## src/wdt_map.vh

```
// Constants for the watchdog timer: interval codes, counts, reset vector and control bits
`ifndef WDT_MAP_VH
`define WDT_MAP_VH

// ----------------------------------------------------------------
// Timing counts in system clocks
// ----------------------------------------------------------------
`define WDT_WARN_CLKS 22'h000200
`define WDT_SEL_W 2
`define WDT_SEL0_LOG2 5'h0C
`define WDT_SEL1_LOG2 5'h0F
`define WDT_SEL2_LOG2 5'h12
`define WDT_SEL3_LOG2 5'h15
`define WDT_CNT_W 22

// ----------------------------------------------------------------
// Control register bit positions
// ----------------------------------------------------------------
`define WDT_CR_SEL_LO 0
`define WDT_CR_SEL_HI 1
`define WDT_CR_IE 2
`define WDT_CR_WARN 3
`define WDT_CR_RSTF 4
`define WDT_CR_EN 5
`define WDT_CR_RESTART 6
`define WDT_CR_W 8

// ----------------------------------------------------------------
// Reset values and vector
// ----------------------------------------------------------------
`define WDT_SEL_RST 2'h0
`define WDT_IE_RST 1'b0
`define WDT_EN_RST 1'b1
`define WDT_RSTF_RST 1'b0
`define WDT_RST_VECTOR 16'h8000
`define WDT_RST_PULSE_CLKS 4'h4

`endif

```

## src/wdt_clk_div.v

```verilog
// System clock enable divider: one pulse every 1, 2, 4, 8 or 256 oscillator cycles
module wdt_clk_div (
   input wire mclk_i,
   input wire rst_b_i,
   input wire [1:0] div_sel_i,
   input wire pmm_i,
   output reg sys_en_o
);
   reg [7:0] div_cnt_q;
   reg [7:0] div_max;

   always @* begin
      case (div_sel_i)
         2'h0: div_max = 8'h00;
         2'h1: div_max = 8'h01;
         2'h2: div_max = 8'h03;
         default: div_max = 8'h07;
      endcase
      if (pmm_i) begin
         div_max = 8'hFF;
      end
   end

   always @(posedge mclk_i) begin
      if (!rst_b_i) begin
         div_cnt_q <= 8'h00;
         sys_en_o <= 1'b0;
      end else if (div_cnt_q >= div_max) begin
         div_cnt_q <= 8'h00;
         sys_en_o <= 1'b1;
      end else begin
         div_cnt_q <= div_cnt_q + 8'h01;
         sys_en_o <= 1'b0;
      end
   end
endmodule // wdt_clk_div

```

## src/wdt_watchdog_timer.v

```verilog
// Watchdog timer: free-running counter, early warning interrupt and system reset request
`include "wdt_map.vh"

// Contract
// (RULE1) Counter free-runs on system clocks; a restart returns it to zero.
// (RULE2) Reaching the selected timeout without restart forces a full system reset.
// (RULE3) Enabled interrupt rises exactly 512 system clocks before the reset.
// (RULE4) Four timeouts selectable, 2^12 up to 2^21 system clocks.
// (RULE5) Counting uses system clock enables, so timeout scales with divide mode.
// (RULE6) Interval, interrupt enable, restart and status sit in one control register.
// (RULE7) A watchdog reset sets a readable reset flag in the control register.
// (RULE8) After a watchdog reset, execution begins at address 8000h.
// (RULE9) Restart clears the counter and cancels pending warning timing.
module wdt_watchdog_timer #(
   parameter CNT_W = `WDT_CNT_W
) (
   input wire mclk_i,
   input wire rst_b_i,
   input wire por_b_i,
   input wire [1:0] clk_div_sel_i,
   input wire pmm_en_i,
   input wire ctl_wr_i,
   input wire [`WDT_CR_W-1:0] ctl_wdata_i,
   input wire restart_i,
   input wire warn_clr_i,
   input wire rstf_clr_i,
   output wire [`WDT_CR_W-1:0] watchdog_control_reg_o,
   output reg wdt_irq_o,
   output reg sys_rst_req_o,
   output reg [15:0] rst_vector_o,
   output wire watchdog_reset_flag_o
);

   // ----------------------------------------------------------------
   // Helpers
   // ----------------------------------------------------------------
   function [CNT_W-1:0] timeout_of;
      input [1:0] sel;
      reg [4:0] lg;
      begin
         case (sel)
            2'h0: lg = `WDT_SEL0_LOG2;
            2'h1: lg = `WDT_SEL1_LOG2;
            2'h2: lg = `WDT_SEL2_LOG2;
            default: lg = `WDT_SEL3_LOG2;
         endcase
         timeout_of = {{(CNT_W-1){1'b0}}, 1'b1} << lg; // [RULE4]
      end
   endfunction

   // ----------------------------------------------------------------
   // System clock enable
   // ----------------------------------------------------------------
   // The counter only moves on enables, so every divide mode except divide by 1 stretches the timeout.
   wire sys_en;

   wdt_clk_div u_div (
      .mclk_i(mclk_i),
      .rst_b_i(rst_b_i),
      .div_sel_i(clk_div_sel_i),
      .pmm_i(pmm_en_i),
      .sys_en_o(sys_en)
   );

   // ----------------------------------------------------------------
   // State
   // ----------------------------------------------------------------
   reg [1:0] sel_q;
   reg [1:0] sel_d;
   reg ie_q;
   reg ie_d;
   reg en_q;
   reg en_d;
   reg [CNT_W-1:0] cnt_q;
   reg [CNT_W-1:0] cnt_d;
   reg warn_q;
   reg warn_d;
   reg irq_d;
   reg [3:0] pulse_q;
   reg [3:0] pulse_d;
   reg req_d;
   // The flag sits in the power-on domain so that it survives the reset it causes.
   reg rstf_q;
   reg rstf_d;

   // ----------------------------------------------------------------
   // Compare points and restart
   // ----------------------------------------------------------------
   wire [CNT_W-1:0] tmo = timeout_of(sel_q);
   wire [CNT_W-1:0] warn_at = tmo - `WDT_WARN_CLKS;
   wire hit_warn = en_q && sys_en && (cnt_q == warn_at - {{(CNT_W-1){1'b0}}, 1'b1});
   wire hit_tmo = en_q && sys_en && (cnt_q == tmo - {{(CNT_W-1){1'b0}}, 1'b1});
   // A control write with the restart bit acts like the restart strobe
   wire restart = restart_i || (ctl_wr_i && ctl_wdata_i[`WDT_CR_RESTART]); // [RULE6]
   // Restart beats a warning or timeout that falls in the same cycle
   wire warn_set = hit_warn && !restart;
   wire tmo_set = hit_tmo && !restart;

   // ----------------------------------------------------------------
   // Control register
   // ----------------------------------------------------------------
   always @* begin
      sel_d = sel_q;
      ie_d = ie_q;
      en_d = en_q;
      if (ctl_wr_i) begin
         sel_d = ctl_wdata_i[`WDT_CR_SEL_HI:`WDT_CR_SEL_LO]; // [RULE6]
         ie_d = ctl_wdata_i[`WDT_CR_IE];
         en_d = ctl_wdata_i[`WDT_CR_EN];
      end
   end

   always @(posedge mclk_i) begin
      if (!rst_b_i) begin
         sel_q <= `WDT_SEL_RST;
         ie_q <= `WDT_IE_RST;
         en_q <= `WDT_EN_RST;
      end else begin
         sel_q <= sel_d;
         ie_q <= ie_d;
         en_q <= en_d;
      end
   end

   // ----------------------------------------------------------------
   // Counter
   // ----------------------------------------------------------------
   // It keeps running past the timeout; the requested system reset clears it.
   always @* begin
      cnt_d = cnt_q;
      if (restart || !en_q) begin
         cnt_d = {CNT_W{1'b0}}; // [RULE1] [RULE9]
      end else if (sys_en) begin
         cnt_d = cnt_q + {{(CNT_W-1){1'b0}}, 1'b1}; // [RULE5]
      end
   end

   always @(posedge mclk_i) begin
      if (!rst_b_i) begin
         cnt_q <= {CNT_W{1'b0}};
      end else begin
         cnt_q <= cnt_d;
      end
   end

   // ----------------------------------------------------------------
   // Warning flag and interrupt
   // ----------------------------------------------------------------
   always @* begin
      warn_d = warn_q;
      if (warn_set) begin
         warn_d = 1'b1; // [RULE3]
      end else if (warn_clr_i || restart) begin
         warn_d = 1'b0; // [RULE9]
      end
      irq_d = ie_q && warn_d; // [RULE3]
   end

   always @(posedge mclk_i) begin
      if (!rst_b_i) begin
         warn_q <= 1'b0;
         wdt_irq_o <= 1'b0;
      end else begin
         warn_q <= warn_d;
         wdt_irq_o <= irq_d;
      end
   end

   // ----------------------------------------------------------------
   // System reset request
   // ----------------------------------------------------------------
   // A short pulse is enough: the reset it causes clears this block too.
   always @* begin
      pulse_d = pulse_q;
      req_d = 1'b0;
      if (tmo_set) begin
         pulse_d = `WDT_RST_PULSE_CLKS; // [RULE2] [RULE4]
         req_d = 1'b1;
      end else if (pulse_q != 4'h0) begin
         pulse_d = pulse_q - 4'h1;
         req_d = (pulse_q != 4'h1);
      end
   end

   always @(posedge mclk_i) begin
      if (!rst_b_i) begin
         pulse_q <= 4'h0;
         sys_rst_req_o <= 1'b0;
      end else begin
         pulse_q <= pulse_d;
         sys_rst_req_o <= req_d;
      end
   end

   // ----------------------------------------------------------------
   // Reset flag and vector
   // ----------------------------------------------------------------
   always @* begin
      rstf_d = rstf_q;
      if (tmo_set && rst_b_i) begin
         rstf_d = 1'b1; // [RULE7]
      end else if (rstf_clr_i) begin
         rstf_d = 1'b0;
      end
   end

   always @(posedge mclk_i) begin
      if (!por_b_i) begin
         rstf_q <= `WDT_RSTF_RST;
         rst_vector_o <= `WDT_RST_VECTOR;
      end else begin
         rstf_q <= rstf_d;
         rst_vector_o <= `WDT_RST_VECTOR; // [RULE8]
      end
   end

   // ----------------------------------------------------------------
   // Outputs
   // ----------------------------------------------------------------
   assign watchdog_reset_flag_o = rstf_q;
   assign watchdog_control_reg_o = {2'h0, en_q, rstf_q, warn_q, ie_q, sel_q}; // [RULE6]

endmodule // wdt_watchdog_timer

```

## config.mk

```make
export PLATFORM = sky130hd
export DESIGN_NAME = wdt_watchdog_timer
export DESIGN_NICKNAME = d
export VERILOG_FILES = /design/src/wdt_clk_div.v /design/src/wdt_watchdog_timer.v
export VERILOG_INCLUDE_DIRS = /design/src
export SDC_FILE = /design/constraint.sdc
export NUM_CORES = 1
export LEC_CHECK = 0
export BUFFER_PORTS_ARGS = -buffer_cell sky130_fd_sc_hd__buf_2
export CORE_MARGIN = 2
export CORE_UTILIZATION = 45
export CTS_CLUSTER_SIZE = 14
export DETAILED_ROUTE_END_ITERATION = 16
export PLACE_DENSITY = 0.76
export SLEW_MARGIN = 40
export SYNTH_ARGS = -nofsm -noshare
export SYNTH_HDL_FRONTEND = slang
export SYNTH_HIERARCHICAL = 1
export SYNTH_SLANG_ARGS = --single-unit
```

## constraint.sdc

```tcl
create_clock -name mclk_i -period 2.6 [get_ports mclk_i]
set_clock_uncertainty 0.05 [all_clocks]
set_input_delay 0.26 -clock mclk_i [delete_from_list [all_inputs] [get_ports mclk_i]]
set_output_delay 0.26 -clock mclk_i [all_outputs]
set_load 0.05 [all_outputs]
```

-- Yosys cells after proc, flatten, opt, wreduce, memory -nomap -nowiden
Index checks and enable logic that the tools add are counted.
- $add $sub $neg: 6
- bitwise gates (word level): 1
- reductions and logical operators: 21
- order comparisons: 1
- shift-type cells: 1
- multiplexer cells: 12
- equal/unequal tests: 7
- operators with widths (cell ; count):
    22-bit equality test ; 2
    22-bit by 1-bit subtractor with 22-bit output, second input constant ; 2
    22-bit by 1-bit adder with 22-bit output, second input constant ; 1
    1-bit by 5-bit left shift with 22-bit output, first input constant ; 1
    22-bit by 10-bit subtractor with 22-bit output, second input constant ; 1
    5-bit case mux with 3 select lines ; 1
    3-bit case mux with 3 select lines ; 1
    8-bit by 1-bit adder with 8-bit output, second input constant ; 1
    8-bit >= comparator ; 1
    1-bit logical AND ; 8
    8-bit two-way mux ; 1
    1-bit two-way mux ; 7
    3-bit two-way mux ; 2
    2-bit OR reduction ; 3
    2-bit by 1-bit equality test with 1-bit output, second input constant ; 2
    2-bit equality test, second input constant ; 2
    2-bit logical NOT ; 2
    4-bit by 1-bit inequality test with 1-bit output, second input constant ; 1
    2-bit nonzero test ; 2
    4-bit nonzero test ; 1
    4-bit by 1-bit subtractor with 4-bit output, second input constant ; 1
    1-bit logical OR ; 3
    1-bit logical NOT ; 2
    1-bit NOT ; 1
- word-level logic and storage cells: 61
- output and inout bits: 27
- register bits: 43
- input bits: 18

-- Depth between registers and ports, before layout
- depth after elaboration: 10
- depth in mapped cells: 6

-- Hierarchy
Netlist, hierarchy kept.
- modules (own cells, without submodules) (module ; times used ; area each (um^2) ; cells an instance):
    wdt_watchdog_timer ; 1 ; 1839.3 ; 210
    wdt_clk_div ; 1 ; 549.3 ; 57

-- Least setup slack after synthesis
OpenSTA, ideal clock, no wires.
- kind: reg2reg
- start point: register cnt_q[0]
- end point: register cnt_q[20]
- period minus slack after synthesis: 1.824 ns
- data required time: 2.480 ns
- cell stages (with the launch flop): 6
- data arrival time: 1.704 ns
- slack: 0.776 ns
- cell sequence: dfxtp_1 > ha_1 > nand4_4 > or3_4 > or4_1 > a21oi_1
- word-level cells in the longest chain between the ends: 1
- ends and longest elaborated chain (what ; line ; RTL):
    from (decl) ; wdt_watchdog_timer.v:74 ; reg [CNT_W-1:0] cnt_q;
    from (signal assigned) ; wdt_watchdog_timer.v:140 ; cnt_q <= {CNT_W{1'b0}};
    from (signal assigned) ; wdt_watchdog_timer.v:142 ; cnt_q <= cnt_d;
    22-bit by 1-bit adder with 22-bit output ; wdt_watchdog_timer.v:134 ; cnt_d = cnt_q + {{(CNT_W-1){1'b0}}, 1'b1};
Every way passes these cells.
A chain may end at the register's enable or synchronous reset.

==> results.txt <==
The switching power share of the total came out at a little under a third. Relative to the synthesized area, the layout overhead comes to 7.81%. The post-route clock period utilization is 79.0%.

The end of the worst register-to-register path is cnt_q[17]. The highest clock frequency the design can meet came out at a little under 500 MHz. The average cell area after synthesis is a little under 9 µm². The insertion delay of the later-clocked pin in the worst-skew pair is approximately 0.3 ns. The width of the chip is slightly below 80 µm. Of all nets on the critical path, the largest fanout is 14.

The signal on the critical path passes through and3_1, nand4_1, or4_1, a21oi_1. The count of non-filler cells in the finished layout came out at between 300 and 400. In this design, the stage delay of the slowest critical-path cell is approximately 0.61 ns. The utilization of the core after routing is about half. The headroom to the max-slew limit is 47.8%. The wire length per cell after detailed routing is around 11 µm. The run finished with clean final reports. After global routing the overflow that remains totals 0. The detailed placer's ending HPWL came out at about 3.0 mm. The proportion of power drawn by combinational gates is a little over a fifth. The number of placed I/O pins came out at 45.

The area of the die is between 0.005 and 0.006 mm². The cell taking the most area after synthesis is sky130_fd_sc_hd__dfxtp_1. The worst hold path begins at ctl_wdata_i[5].

In this run the power spent charging and discharging nets is about 0.48 mW. TritonCTS built the clock tree. The number of detailed-route iterations in the first pass is 4. The critical path in this run is classified as register to register.

Of the cells placed in the final design, the portion with a size suffix greater than 1 is between 10% and 20%. The final weighted congestion of routability-driven global placement came out at approximately 0.77. Yosys mapped the design onto 44 distinct sky130hd cell types. Summing over every cut layer, the via total after detailed routing is ~1800. The number of antenna violations at the first check in global routing was 0.

The final number of hold-violating endpoints is 0. The length in cells of the worst reg-to-reg path is 4. The yosys synthesis warning count came out at 6. The clock input transition at the sequential cells of the worst setup and hold paths came out at 0.08 ns. The maximum number of pins on one net before global-route repair came out at 23. CTS saw between 40 and 50 sinks.

The number of hold buffers added after CTS was 0. The number of global-route vias before repair came to about 1700. The worst setup path is captured at a register. The worst hold path terminates at en_q.

The total negative slack for setup checks came out at 0 ns. The aggregate routed wire length came out at 4.09 mm. The filler cell count in the final layout came out at 482. The slowest stage of the critical path belongs to the cell sky130_fd_sc_hd__or4_1.

The portion of the post-synthesis area used by sequential elements came out at between 30% and 40%. The leakage power figure is roughly 1.1 nW. The post-route minimum period is roughly 2.1 ns. Ranked by total cell area, the synthesized netlist is headed by sky130_fd_sc_hd__dfxtp_1 36%, sky130_fd_sc_hd__ha_1 7.3%, sky130_fd_sc_hd__buf_4 6.9%, sky130_fd_sc_hd__xor2_1 3.7%, sky130_fd_sc_hd__nor2_1 3.6%. The core area came out at between 0.005 and 0.006 mm². The netlist area before placement is between 0.002 and 0.0025 mm². The part of the total power dissipated in sequential elements is 46.3%. The cell count after placement came out at 349.

The max-slew violation count came out at 0. The post-detailed-route count of antenna-violating nets is 0. The path class of the tightest hold or removal check is input port to register. The share of total power in the clock network is 32.6%. After clock tree synthesis, the setup repair step added 0 buffers. Data on the critical path arrives at its endpoint at roughly 2.2 ns. The setup check on the worst reg-to-reg path leaves a slack of around 0.55 ns. The deepest clock path buffer count came out at 2. The tree is rooted in a sky130_fd_sc_hd__clkbuf_8. Of all flip-flops after synthesis, the portion carrying an async set or reset was 0%. The power density relative to cell area came out at 615 mW/mm². The initial standard-cell utilization of the core came out at 46.8%. For the pin with the worst max-slew slack, the measured transition is 0.781 ns.

Global routing consumed, over all layers together, roughly 15% of the routing resources. The die height came out at about 77 µm. IR analysis of the VDD net gives a maximum drop of about 280 µV.

The number of design-rule violations left by the first detailed-router iteration is 100. The net total in the final layout came out at roughly 320. The startpoint identified for the worst register-to-register timing path is u_div/sys_en_o. The data required time at the worst endpoint came out at about 2.8 ns. The cell count after synthesis is 267. The most used flip-flop cell after synthesis is sky130_fd_sc_hd__dfxtp_1. Internal power comes to between 1 and 1.5 mW. Setup repair after global routing left no endpoint under its margin. TritonCTS created 5 clock buffers. The number of H-tree branching levels came out at 2.

The post-detailed-route via-to-cell ratio came out at 5.16. The number of setup violations in the final report came out at 0. During placement, the flow inserted port buffers numbering 23.

The max-capacitance violation count is 0. The floorplan has 26 rows. The count of flip-flops with a built-in enable after synthesis came out at 0. The wire length of the first global-routing pass came out at roughly 7.3 mm.

The area share of the largest cell type after synthesis came out at a little over a third. The nature of the critical path startpoint is a register. The number of cells upsized or downsized after cts is 0. The worst hold path cell count came out at 3.

The post-synthesis sequential element count is 43. The number of antenna diodes in the final layout is 0. The detailed-route DRC error count is 0.
[per-layer routing]
| layer | global-route usage [%] | vias up | part of all wire, % |
|---|---|---|---|
| li1 | - | 948 | - |
| met1 | 17.7 | 846 | 47 |
| met4 | 6.18 | 0 | 1.7 |
| met2 | 26.3 | 40 | 48 |
| met3 | 2.59 | 7 | 3.9 |
| met5 | 0 | - | 0 |
[kinds of logic after synthesis]
kind of cell | count (synthesis) | synth area share [%]
AOI/OAI and AO/OA | 43 | 12.4
xor gates and xnor gates | 18 | 6.60
adders and majority gates | 14 | 7.33
buffers and inverters | 36 | 9.48
DFF | 43 | 36.0
muxes | 6 | 2.57
other | 2 | 0.314
and+or+nand+nor | 105 | 25.3
[cell usage in the layout (no fill, tap or decap), types with 9 or more instances in the layout]
cell | Yosys | routed
sky130_fd_sc_hd__xor2_1 | 10 | 10
sky130_fd_sc_hd__buf_2 | 1 | 23
sky130_fd_sc_hd__dfxtp_1 | 43 | 43
sky130_fd_sc_hd__nor2_1 | 23 | 23
sky130_fd_sc_hd__nand4_1 | 9 | 9
sky130_fd_sc_hd__ha_1 | 14 | 14
sky130_fd_sc_hd__a21oi_1 | 16 | 16
sky130_fd_sc_hd__conb_1 | 2 | 18
sky130_fd_sc_hd__nand2_1 | 15 | 15
sky130_fd_sc_hd__and3_1 | 9 | 9
sky130_fd_sc_hd__nand3_1 | 10 | 10
[synth_stat cells, types with 5 or more instances]
master / n
sky130_fd_sc_hd__a21oi_1: 16
sky130_fd_sc_hd__and3_1: 9
sky130_fd_sc_hd__buf_4: 22
sky130_fd_sc_hd__dfxtp_1: 43
sky130_fd_sc_hd__ha_1: 14
sky130_fd_sc_hd__inv_1: 8
sky130_fd_sc_hd__mux2i_1: 5
sky130_fd_sc_hd__nand2_1: 15
sky130_fd_sc_hd__nand3_1: 10
sky130_fd_sc_hd__nand4_1: 9
sky130_fd_sc_hd__nor2_1: 23
sky130_fd_sc_hd__o21ai_0: 8
sky130_fd_sc_hd__o31ai_1: 6
sky130_fd_sc_hd__or3_1: 7
sky130_fd_sc_hd__or4_1: 5
sky130_fd_sc_hd__xnor2_1: 8
sky130_fd_sc_hd__xor2_1: 10
[power by group through the flow]
| stage | Sequential (mW) | Combinational (mW) | Clock [mW] |
|---|---|---|---|
| 2_1_floorplan | 0.776 | 0.274 | 0 |
| 3_3_place_gp | 0.748 | 0.329 | 0 |
| 3_5_place_dp | 0.749 | 0.333 | 0 |
| 4_1_cts | 0.733 | 0.336 | 0.527 |
| 5_1_grt | 0.739 | 0.380 | 0.549 |
| 6_report | 0.734 | 0.334 | 0.517 |
[worst max-delay path: cells and delay by family, from the launching register on]
family	cells	cell delay (ns)
AO/OA/AOI/OAI	1	0.14
flip-flops	1	0.51
AND/OR/NAND/NOR	3	1.27
[how the worst max path moves through the flow]
stage / cells past startpoint / end / slack (ns) / start
6_report: 4 / cnt_q[17] / 0.55 / u_div/sys_en_o
2_1_floorplan: 5 / cnt_q[20] / 0.78 / cnt_q[0]
4_1_cts: 4 / cnt_q[21] / 0.52 / u_div/sys_en_o
5_1_grt: 4 / cnt_q[21] / 0.37 / u_div/sys_en_o
3_5_place_dp: 4 / cnt_q[21] / 0.56 / u_div/sys_en_o
3_3_place_gp: 4 / cnt_q[21] / 0.60 / u_div/sys_en_o
[metrics by stage]
step	area (µm²)	hold slack (ns)	power [mW]	setup slack, ns
finish	2570	0.125	1.58	0.545
global route	2570	0.153	1.67	0.375
detailed placement	2460	0.409	1.08	0.555
global placement	2460	0.392	1.08	0.598
CTS	2570	0.119	1.60	0.522
floorplan	2450	0.272	1.05	0.776
[sequential cells by signal, indices dropped and copies added (netlist names), 2 cells and up]
register	flops
cnt_q	22
pulse_q	4
u_div/div_cnt_q	8
sel_q	2
[layout make-up]
class | count | area, µm² | share of cell area (%)
clock buffer | 5 | 68.8 | 2.67
clock inverter | 3 | 43.8 | 1.70
inverter | 8 | 30.0 | 1.17
multi-input combinational | 204 | 1360 | 52.9
sequential | 43 | 861 | 33.4
tap | 70 | 87.6 | 3.40
timing repair buffer | 24 | 123 | 4.76
(Power assumes the default switching activity.)
